<file path="src/rtl/ftpc_pkg.sv">
// Package: constants and types for the fan pulse-count configuration block
`default_nettype none
package ftpc_pkg;
    // ************************************************
    // Register map
    // ************************************************
    localparam logic [7:0] FTPC_CFG_OFFSET = 8'h7B;  // Pulse-count register
    localparam logic [7:0] FTPC_CFG_RESET  = 8'h55;  // Two pulses per fan
    localparam int         FTPC_FIELD_W    = 2;      // Bits per fan field
    localparam int         FTPC_FIRST_FAN_PULSE_SEL_LSB   = 0;      // First fan field
    localparam int         FTPC_SECOND_FAN_PULSE_SEL_LSB   = 2;      // Second fan field
    localparam int         FTPC_THIRD_FAN_PULSE_SEL_LSB   = 4;      // Third fan field
    localparam int         FTPC_FOURTH_FAN_PULSE_SEL_LSB   = 6;      // Fourth fan field
    localparam int         FTPC_NUM_FANS   = 4;      // Speed-sense inputs

    // ************************************************
    // Per-fan measurement state
    // ************************************************
    typedef struct packed {
        logic       busy;  // Measurement in progress
        logic [1:0] tgt;   // Latched selection code
        logic [1:0] cnt;   // Rising edges seen so far
    } ftpc_fan_t;

    // Register bus request
    typedef struct packed {
        logic       wr;
        logic       rd;
        logic [7:0] addr;
        logic [7:0] wdata;
    } ftpc_req_t;
endpackage
`default_nettype wire

</file>
<file path="src/rtl/ftpc_top.sv">
// Module: fan speed-sense pulse counter with pulse-count configuration
// Functional notes
// - Bits 1:0 pick first fan pulses
// - Bits 3:2 pick second fan pulses
// - Bits 5:4 pick third fan pulses
// - Bits 7:6 pick fourth fan pulses
// - Register resets to 0x55, two pulses
`default_nettype none
module ftpc_top (
    input  wire logic                clk,
    input  wire logic                rst_b,
    input  wire ftpc_pkg::ftpc_req_t req,
    output logic [7:0]               rd_data,
    output logic                     rd_valid,
    input  wire logic [3:0]          speed_sense_input,
    input  wire logic [3:0]          meas_start,
    output logic [3:0]               meas_busy,
    output logic [3:0]               meas_done,
    output logic [7:0]               pulse_sel
);
    // ************************************************
    // Helpers
    // ************************************************
    // Field of one fan out of the register
    function automatic logic [1:0] fan_field(input logic [7:0] cfg,
                                             input int         idx);
        logic [1:0] f;
        f = 2'h0;
        case (idx)
            0: f = cfg[ftpc_pkg::FTPC_FIRST_FAN_PULSE_SEL_LSB +: ftpc_pkg::FTPC_FIELD_W];
            1: f = cfg[ftpc_pkg::FTPC_SECOND_FAN_PULSE_SEL_LSB +: ftpc_pkg::FTPC_FIELD_W];
            2: f = cfg[ftpc_pkg::FTPC_THIRD_FAN_PULSE_SEL_LSB +: ftpc_pkg::FTPC_FIELD_W];
            default:
               f = cfg[ftpc_pkg::FTPC_FOURTH_FAN_PULSE_SEL_LSB +: ftpc_pkg::FTPC_FIELD_W];
        endcase
        return f;
    endfunction

    // ************************************************
    // Configuration register
    // ************************************************
    logic [7:0] cfg_reg;
    logic [7:0] cfg_next;
    logic [7:0] rd_data_reg;
    logic [7:0] rd_data_next;
    logic       rd_valid_reg;
    logic       rd_valid_next;
    logic       hit;

    assign hit = (req.addr == ftpc_pkg::FTPC_CFG_OFFSET);

    // Write, read-back and unmapped reads as zero
    always_comb begin
        cfg_next      = cfg_reg;
        rd_data_next  = rd_data_reg;
        rd_valid_next = req.rd;
        if (req.wr && hit) begin
            cfg_next = req.wdata;
        end
        if (req.rd) begin
            rd_data_next = hit ? cfg_reg : 8'h00;
        end
    end

    always_ff @(posedge clk) begin
        if (!rst_b) begin
            cfg_reg      <= ftpc_pkg::FTPC_CFG_RESET;
            rd_data_reg  <= 8'h00;
            rd_valid_reg <= 1'b0;
        end else begin
            cfg_reg      <= cfg_next;
            rd_data_reg  <= rd_data_next;
            rd_valid_reg <= rd_valid_next;
        end
    end

    assign rd_data   = rd_data_reg;
    assign rd_valid  = rd_valid_reg;
    assign pulse_sel = cfg_reg;

    // ************************************************
    // Speed-sense synchronisers
    // ************************************************
    logic [3:0] s1_reg;
    logic [3:0] s2_reg;
    logic [3:0] s3_reg;
    logic [3:0] lvl_reg;
    logic [3:0] lvl_next;
    logic [3:0] rise;

    // Level accepted once second and third stages agree
    always_comb begin
        lvl_next = lvl_reg;
        rise     = 4'h0;
        for (int i = 0; i < ftpc_pkg::FTPC_NUM_FANS; i++) begin
            if (s2_reg[i] == s3_reg[i]) begin
                lvl_next[i] = s3_reg[i];
                rise[i]     = s3_reg[i] & ~lvl_reg[i];
            end
        end
    end

    always_ff @(posedge clk) begin
        if (!rst_b) begin
            s1_reg  <= 4'h0;
            s2_reg  <= 4'h0;
            s3_reg  <= 4'h0;
            lvl_reg <= 4'h0;
        end else begin
            s1_reg  <= speed_sense_input;
            s2_reg  <= s1_reg;
            s3_reg  <= s2_reg;
            lvl_reg <= lvl_next;
        end
    end

    // ************************************************
    // Per-fan pulse counters
    // ************************************************
    ftpc_pkg::ftpc_fan_t fan_reg  [4];
    ftpc_pkg::ftpc_fan_t fan_next [4];
    logic [3:0]          done_reg;
    logic [3:0]          done_next;

    // Selection latched at start, held until the count completes
    always_comb begin
        done_next = 4'h0;
        for (int i = 0; i < ftpc_pkg::FTPC_NUM_FANS; i++) begin
            fan_next[i] = fan_reg[i];
            if (!fan_reg[i].busy) begin
                if (meas_start[i]) begin
                    fan_next[i].busy = 1'b1;
                    fan_next[i].tgt = fan_field(cfg_reg, i);
                    fan_next[i].cnt  = 2'h0;
                end
            end else if (rise[i]) begin
                if (fan_reg[i].cnt == fan_reg[i].tgt) begin
                    fan_next[i].busy = 1'b0;
                    done_next[i]     = 1'b1;
                end else begin
                    fan_next[i].cnt = fan_reg[i].cnt + 2'h1;
                end
            end
        end
    end

    always_ff @(posedge clk) begin
        if (!rst_b) begin
            for (int i = 0; i < ftpc_pkg::FTPC_NUM_FANS; i++) begin
                fan_reg[i] <= '0;
            end
            done_reg <= 4'h0;
        end else begin
            for (int i = 0; i < ftpc_pkg::FTPC_NUM_FANS; i++) begin
                fan_reg[i] <= fan_next[i];
            end
            done_reg <= done_next;
        end
    end

    // Busy flags and done pulses
    always_comb begin
        for (int i = 0; i < ftpc_pkg::FTPC_NUM_FANS; i++) begin
            meas_busy[i] = fan_reg[i].busy;
        end
    end
    assign meas_done = done_reg;
endmodule
`default_nettype wire

</file>
<file path="config.mk">
export PLATFORM = sky130hd
export DESIGN_NAME = ftpc_top
export DESIGN_NICKNAME = d
export VERILOG_FILES = /design/src/rtl/ftpc_pkg.sv /design/src/rtl/ftpc_top.sv
export SDC_FILE = /design/constraint.sdc
export NUM_CORES = 1
export LEC_CHECK = 0
export ABC_AREA = 0
export BUFFER_PORTS_ARGS = -buffer_cell sky130_fd_sc_hd__clkbuf_2
export CAP_MARGIN = 20
export CORE_MARGIN = 5
export CORE_UTILIZATION = 55
export DETAILED_ROUTE_END_ITERATION = 6
export GPL_TIMING_DRIVEN = 0
export PLACE_DENSITY = 0.81
export SYNTH_ARGS = -nofsm -noshare
export SYNTH_HDL_FRONTEND = slang
export SYNTH_SLANG_ARGS = --single-unit
</file>
<file path="constraint.sdc">
create_clock -name clk -period 2.4 [get_ports clk]
set_input_delay 0.48 -clock clk [delete_from_list [all_inputs] [get_ports clk]]
set_output_delay 0.48 -clock clk [all_outputs]
set_load 0.1 [all_outputs]
</file>
Yosys cells after proc, flatten, opt, wreduce, memory -nomap -nowiden. Memory sizes are Yosys's and may differ from the RTL's. Index checks and enable logic that the tools add are counted.

Add/sub/neg operators: 4. Multiply operators: 0. Divide/modulo/power cells: 0. Order comparisons: 0. Eq/ne operators: 9. Shift-type cells: 0. Muxes and demuxes: 47. Bitwise logic cells: 12. Reductions and logical operators: 5.

Operators with widths (number): 5-bit two-way mux (8); 2-bit two-way mux (16); 1-bit two-way mux (22); 3-bit AND reduction (4); 2-bit by 1-bit adder with 2-bit output (second input constant) (4); 2-bit equality test (4); 8-bit by 7-bit equality test with 1-bit output (second input constant) (1); 8-bit two-way mux (1); 1-bit AND (4); 1-bit equality test (4); 1-bit inverter (4); 1-bit OR (4); 1-bit logical AND (1).

Flip-flop bits (word level): 37. Latch bits: 0. Bits in writable memories: 20. ROM bits: 0. Input port bits: 28. Output and inout port bits: 25. Logic and storage cells: 92. Memories kept: 1.

Memories: fan_reg (words 4, bits a word 5, rd ports 4, clocked after Yosys merged registers in 0, wr ports 4, RTL line ftpc_top.sv:120) `ftpc_pkg::ftpc_fan_t fan_reg [4];`.

Logic depth before layout (Yosys ltp). Gate-level depths: netlist (run 1).

Depth after elaboration: 6. Gate-level depth with buffers: 6. Depth with buffers taken out: 4.

Least setup slack after synthesis (run 1). No wires, ideal clock.

Kind: input to register. Start: input port req[10] (netlist name). End: register cfg_reg[2] (netlist: pulse_sel[2]). Library setup time: 0.124 ns. Arrival time: 1.328 ns. Data required time: 2.276 ns. Setup slack: 0.947 ns. Stages: 5. Buffers on the path: 1. Cell sequence: nand4bb_4 or3_1 buf_6 nand2_1 nand3_1.

Cells in the longest elaborated chain, start to end: 2.

RTL lines: start: declaration (RTL line ftpc_top.sv:12) `input wire ftpc_pkg::ftpc_req_t req,`; 8-bit by 7-bit equality test with 1-bit output (RTL line ftpc_top.sv:50) `assign hit = (req.addr == ftpc_pkg::FTPC_CFG_OFFSET);`; 1-bit logical AND (RTL line ftpc_top.sv:57) `if (req.wr && hit) begin`; end signal: assignment (RTL line ftpc_top.sv:67) `cfg_reg <= ftpc_pkg::FTPC_CFG_RESET;`; end signal: assignment (RTL line ftpc_top.sv:71) `cfg_reg <= cfg_next;`; end: declaration (RTL line ftpc_top.sv:42) `logic [7:0] cfg_reg;`.

No other way between the ends. A chain may end at the register's enable or synchronous reset.

==> results by group, run 1 <==
Drt
  • Routed WL: 4495 um
  • Metal2 WL: slightly above 2000 um
  • Met1 WL: ~2100 um
  • Met3 Wirelength: around 220 um
  • Drt drc: 0
  • Pre-antenna DRT Iters: 4
  • Post-route ant nets: 0
  • Via count: between 1500 and 2000
  • Highest Signal Layer: met4
  • Wire per inst: around 13 um
  • Vias/cell: 5.137
  • Initial drt markers: 78

Timing
  • Final Critical Period: approximately 1.8 ns
  • Final hold vios: 0
  • Slew Viols, Final: 0
  • Final setup skew: 0.005896 ns
  • Period utilisation layout: 0.7640
  • Setup violations, final: 0
  • Max Freq: about 550 MHz
  • Tightest Pin Transition: ~0.55 ns
  • Setup WS post-layout: 0.5663 ns
  • Headroom to the max-slew limit: 0.6372
  • Unrepaired setup endpoints after global routing: false
  • Setup_tns: 0 ns

Critical path
  • Worst setup EP type: primary output
  • CP Data Required Time: approximately 1.9 ns
  • Critical Path Fanout Max: 8
  • RR Startpoint: fan_reg[0][0]
  • Critical Path End: meas_busy[0]
  • Critical path class: flip-flop to primary output
  • R2R Setup Slk: roughly 1.2 ns
  • R2r endpoint: fan_reg[0][1]
  • Worst Setup SP: fan_reg[0][4]
  • R2r worst-path depth: 4
  • Crit path launch type: flip-flop
  • Crit path DAT: roughly 1.4 ns

Synth
  • Avg Inst Size Synth: 9.560 sq um
  • Register bit count reported by yosys: 57
  • Number of unique standard cell types used by synthesis: 37
  • Number of synthesized flops with an enable pin: 0
  • Synth async-reset ratio: 0
  • Syn Nets: 270
  • Yosys warnings: 0
  • Sequential area share after synthesis: 0.4932
  • Post-synth top flop: dfxtp_1
  • Post-Syn Area: ~0.0023 sq mm
  • Syn Inst Count: 242

Clocking
  • Root Buffer: clkbuf_8
  • CTS Buf Count: 9
  • Post-cts hold buffer count: 0
  • H-tree Lvls: 3
  • Post-CTS sizing: 0
  • TritonCTS Sinks: 57
  • CTS clk-pin slew, worst paths: 0.06 ns
  • CTS tree: yes
  • Post-CTS Setup Repair Bufs: 0
  • Skew-Pair Late Insertion Delay: 0.33 ns
  • Max Buffers Root-to-Sink: 2

Placed design
  • Placed cells: about 340
  • Place WS: a little over 0.8 ns
  • Final RePlAce weighted congestion: just under 0.8
  • HPWL after DPL: ~3300 um
  • PortBufs: between 50 and 60

Final layout
  • NumNets Final: between 300 and 400
  • Area growth syn-to-layout: 20.71%
  • Layout cell share with drive strength beyond 1: 0.2532
  • N_diodes: 0
  • Fill count: 319
  • Non-Filler Instances: approximately 360
  • Final core occ: 0.6932
  • Max reg flops: 20

Floorplan
  • Initial Utilization: 0.5742
  • Die area: 0.005603 sq mm
  • Total core area: roughly 0.0040 sq mm
  • Die Span Y: between 70 and 80 um
  • Die W: 74.86 um
  • Row count: 23
  • Top Ports: 53

Run status
  • Status: finished, final reports clean

GRT
  • Vias in the first global route: around 1700
  • Antenna violations before repair: 0
  • Largest net degree at the start of global routing: 11
  • First-pass GRT wire length: between 7000 and 8000 um
  • GRT overflow: 0
  • All-Layer GR Usage: 0.1798

Worst hold path
  • HP Class: input port to flip-flop

Job
  • Max_cap viols: 0

Pwr
  • P per Cell Area: between 600 and 700 mW/mm^2
  • Max IR drop VDD: 471.0 uV
  • P_leak: 1.217 nW
==> critical path, stage by stage, from the launching register on <==
cell	delay, ns
dfxtp_1	0.44
buf_4	0.15
clkbuf_2	0.44
==> routing by layer <==
layer	global-route usage	vias up
met2	0.2747	48
li1	-	954
met1	0.2255	829
met3	0.06275	8
met4	0.08893	0
met5	0	-
==> worst min path at each step <==
stage / start / endpoint / slack (ns) / cells past startpoint
3_3_place_gp: s1_reg[3] / s2_reg[3] / 0.42 / 1
6_report: speed_sense_input[3] / s1_reg[3] / 0.36 / 2
3_5_place_dp: s1_reg[2] / s2_reg[2] / 0.43 / 1
4_1_cts: speed_sense_input[3] / s1_reg[3] / 0.35 / 2
5_1_grt: speed_sense_input[3] / s1_reg[3] / 0.35 / 2
2_1_floorplan: s1_reg[0] / s2_reg[0] / 0.41 / 1
==> synth_stat cells (3+ instances only) <==
| cell | count | area, sq um |
|---|---|---|
| nor2_1 | 8 | 30.03 |
| a21oi_1 | 6 | 30.03 |
| o21ai_0 | 8 | 40.04 |
| dfxtp_1 | 57 | 1141 |
| nand3_1 | 22 | 110.1 |
| nand2_1 | 25 | 93.84 |
| a21boi_0 | 13 | 97.59 |
| nand2b_1 | 11 | 68.82 |
| clkbuf_1 | 5 | 18.77 |
| a21boi_1 | 4 | 30.03 |
| buf_4 | 4 | 30.03 |
| nor2b_1 | 10 | 62.56 |
| nand3b_1 | 3 | 22.52 |
| mux2i_1 | 7 | 70.07 |
| and2_1 | 15 | 93.84 |
| xnor2_1 | 4 | 35.03 |
| xor2_1 | 4 | 35.03 |
| and3b_1 | 4 | 35.03 |
==> through the flow <==
stage | hold slack [ns] | area, sq um | total power (W)
floorplan | 0.4119 | 2313 | 0.001119
global placement | 0.4220 | 2631 | 0.001165
detailed placement | 0.4291 | 2631 | 0.001167
CTS | 0.3451 | 2793 | 0.001905
global route | 0.3494 | 2793 | 0.001974
finish | 0.3604 | 2793 | 0.001885
==> cell families after synthesis <==
logic type	synth area share
simple gates	0.2629
compound gates	0.1406
flops	0.4932
xor+xnor	0.03028
mux	0.03029
buf+inv	0.04272
==> cells in the final DEF, fill, tap and decap left out <==
cell type  count
buf_4          4
nand4_1        1
buf_2          2
clkbuf_1       6
a21boi_0      13
and2_1        15
nand3b_1       3
a21oi_1        6
nand2_1       25
inv_1          1
o211a_1        2
nor2_4         1
and3b_1        4
or3_1          1
nand4bb_4      1
nand3_1       22
nand4b_1       2
a31oi_1        2
o21ai_1        2
o21a_1         2
nor2_1         8
mux2i_1        7
xnor2_1        4
a32oi_1        2
a21boi_1       4
xor2_1         4
nor4_1         2
nor3_1         2
dfxtp_1       57
buf_6          2
nor2b_1       10
o22a_1         2
o21ai_0        8
clkbuf_8      11
o211ai_1       2
nand2b_1      11
o21ba_2        2
clkinv_2       4
clkbuf_2      51
==> report_power, final <==
group,leakage [nW],total (W),internal (W),switching (W)
sequential,0.464,0.000984,0.000967,0.0000167
clock,0.0887,0.000739,0.000389,0.000350
combinational,0.664,0.000162,0.0000623,0.0000995
total,1.22,0.00189,0.00142,0.000466
==> final cells by class <==
class                   instances  area, sq um  area share
multi-input cells             170         1074      0.3844
inverters                       1        3.754    0.001344
flip-flops and latches         57         1141      0.4086
well taps                      50        62.56     0.02240
repair buffers                 51        255.2     0.09140
clock inverters                 4        20.02    0.007168
plain buffers                  14        95.09     0.03405
clock buffers                  11        141.4     0.05063
No activity file was read; power rests on OpenSTA's default activity.
==> inputs of run 2 (changes only) <==
--- a/config.mk
+++ b/config.mk
@@ -9,10 +9,10 @@
 export BUFFER_PORTS_ARGS = -buffer_cell sky130_fd_sc_hd__clkbuf_2
 export CAP_MARGIN = 20
 export CORE_MARGIN = 5
-export CORE_UTILIZATION = 55
+export CORE_UTILIZATION = 48
 export DETAILED_ROUTE_END_ITERATION = 6
 export GPL_TIMING_DRIVEN = 0
-export PLACE_DENSITY = 0.81
+export PLACE_DENSITY = 0.75
 export SYNTH_ARGS = -nofsm -noshare
 export SYNTH_HDL_FRONTEND = slang
 export SYNTH_SLANG_ARGS = --single-unit
==> constraint.sdc (replaced) <==
create_clock -name clk -period 1.65 [get_ports clk]
set_input_delay 0.33 -clock clk [delete_from_list [all_inputs] [get_ports clk]]
set_output_delay 0.33 -clock clk [all_outputs]
set_load 0.1 [all_outputs]
==> results by group, run 2 (synthesis gave the netlist of run 1 again) <==
Run status
  • Status: finished, final reports clean

GRT
  • Largest net degree at the start of global routing: 11
  • Vias in the first global route: approximately 1800
  • First-pass GRT wire length: ~8000 um
  • All-Layer GR Usage: 0.1644
  • Antenna violations before repair: 0
  • GRT overflow: 0

Final layout
  • Layout cell share with drive strength beyond 1: 0.2524
  • Most frequent cells in the layout: dfxtp_1 (57), clkbuf_2 (47), nand2_1 (25)
  • N_diodes: 0
  • Max reg flops: 20
  • Commonest non-fill, non-tap cell in the layout: dfxtp_1
  • NumNets Final: roughly 330
  • Area growth syn-to-layout: 21.80%

Timing
  • Max Freq: around 630 MHz
  • Period utilisation layout: 0.9584
  • Unrepaired setup endpoints after global routing: false
  • Slew Viols, Final: 0
  • Final setup skew: around 0.007 ns
  • Tightest Pin Transition: 0.5484 ns
  • Setup_tns: 0 ns
  • Final Critical Period: 1.581 ns
  • Final hold vios: 0
  • Hold Slack: between 0.2 and 0.25 ns
  • Headroom to the max-slew limit: 0.6359
  • Setup violations, final: 0

Pwr
  • Max IR drop VDD: just over 500 uV
  • Total power: roughly 0.0028 W
  • P per Cell Area: ~1000 mW/mm^2
  • P_leak: about 1.2 nW

Placed design
  • HPWL after DPL: 3327 um
  • PortBufs: between 50 and 60
  • Final RePlAce weighted congestion: 0.7664

Critical path
  • R2r worst-path depth: 4
  • R2R Setup Slk: 0.42 ns
  • RR Startpoint: fan_reg[0][0]
  • Crit path launch type: flip-flop
  • Critical path class: flip-flop to primary output
  • R2r endpoint: fan_reg[0][1]
  • Worst Setup SP: fan_reg[3][4]
  • Crit path DAT: about 1.3 ns
  • Critical Path End: meas_busy[3]
  • Critical Path Fanout Max: 5
  • CP Data Required Time: around 1.3 ns
  • Worst setup EP type: primary output

Drt
  • Initial drt markers: between 70 and 80
  • Pre-antenna DRT Iters: 4
  • Post-route ant nets: 0
  • Via count: 1836
  • Routed WL: roughly 4500 um
  • Drt drc: 0
  • Wire per inst: about 12 um
  • Vias/cell: about 5.1

Clocking
  • Max Buffers Root-to-Sink: 2
  • TritonCTS Sinks: 57
  • CTS tree: yes
  • Skew-Pair Late Insertion Delay: 0.33 ns
  • CTS Buf Count: 9
  • H-tree Lvls: 3
  • Post-CTS Setup Repair Bufs: 0
  • CTS clk-pin slew, worst paths: around 0.060 ns
  • Root Buffer: clkbuf_8

Floorplan
  • Die Span Y: slightly below 80 um
  • Top Ports: 53
  • Initial Utilization: 0.4931
  • Row count: 25
  • Total core area: roughly 0.0047 sq mm
  • Die W: 79.43 um
  • Die area: between 0.006 and 0.007 sq mm

Worst hold path
  • HP Class: input port to flip-flop

Job
  • Max_cap viols: 0
run 2: changes by cell type in the layout (fill, tap and decap cells not counted), sizes merged:
cell	previous run	this run
clkinv	4	3
buf	8	10
run 2: stage by stage:
| step | cell area (sq um) | util | setup WS, ns | cells |
|---|---|---|---|---|
| CTS | 2815 | 0.6000 | 0.02087 | 363 |
| global placement | 2636 | 0.5619 | 0.2469 | 347 |
| detailed placement | 2636 | 0.5619 | 0.2293 | 347 |
| finish | 2818 | 0.6005 | 0.06856 | 363 |
| floorplan | 2313 | - | 0.3197 | 242 |
| global route | 2818 | 0.6005 | 0.005986 | 363 |
run 2: worst min-delay path by stage:
stage	start	to	cells past startpoint
after detailed placement	s1_reg[1]	s2_reg[1]	1
final	speed_sense_input[2]	s1_reg[2]	2
after floorplan	s1_reg[0]	s2_reg[0]	1
after global placement	s1_reg[1]	s2_reg[1]	1
after CTS	speed_sense_input[2]	s1_reg[2]	2
after global routing	speed_sense_input[2]	s1_reg[2]	2
run 2: metal layers:
metal  share of wire  up-vias  track usage
met2            0.45       38       0.2546
met1            0.47      830       0.2013
met3           0.054       10      0.06095
met5               0        -            0
met4           0.021        0      0.07732
li1                -      958            -
run 2: power by group:
part / total [W] / switching [W] / leakage (nW) / internal [W]
clock network: 0.00114 / 0.000518 / 0.0932 / 0.000619
logic: 0.000238 / 0.000145 / 0.666 / 0.0000934
registers: 0.00143 / 0.0000242 / 0.464 / 0.00141
total: 0.00281 / 0.000687 / 1.22 / 0.00212
run 2: layout make-up:
class / instances / area, sq um
Clock inverter: 3 / 15.01
Clock buffer: 13 / 158.9
Sequential cell: 57 / 1141
Multi-Input combinational cell: 170 / 1074
Buffer: 14 / 95.09
Inverter: 1 / 3.754
Fill cell: 411 / 1874
Tap cell: 54 / 67.56
Timing Repair Buffer: 51 / 262.8
run 2: critical path: stages (launching register included):
cell,delay [ns]
dfxtp_1,0.38
buf_4,0.13
buf_2,0.41
run 2: timing repair:
item	CTS	global route
hold buffers	0	0
endpoints found under the setup margin	2	2
gates resized for setup	2	3
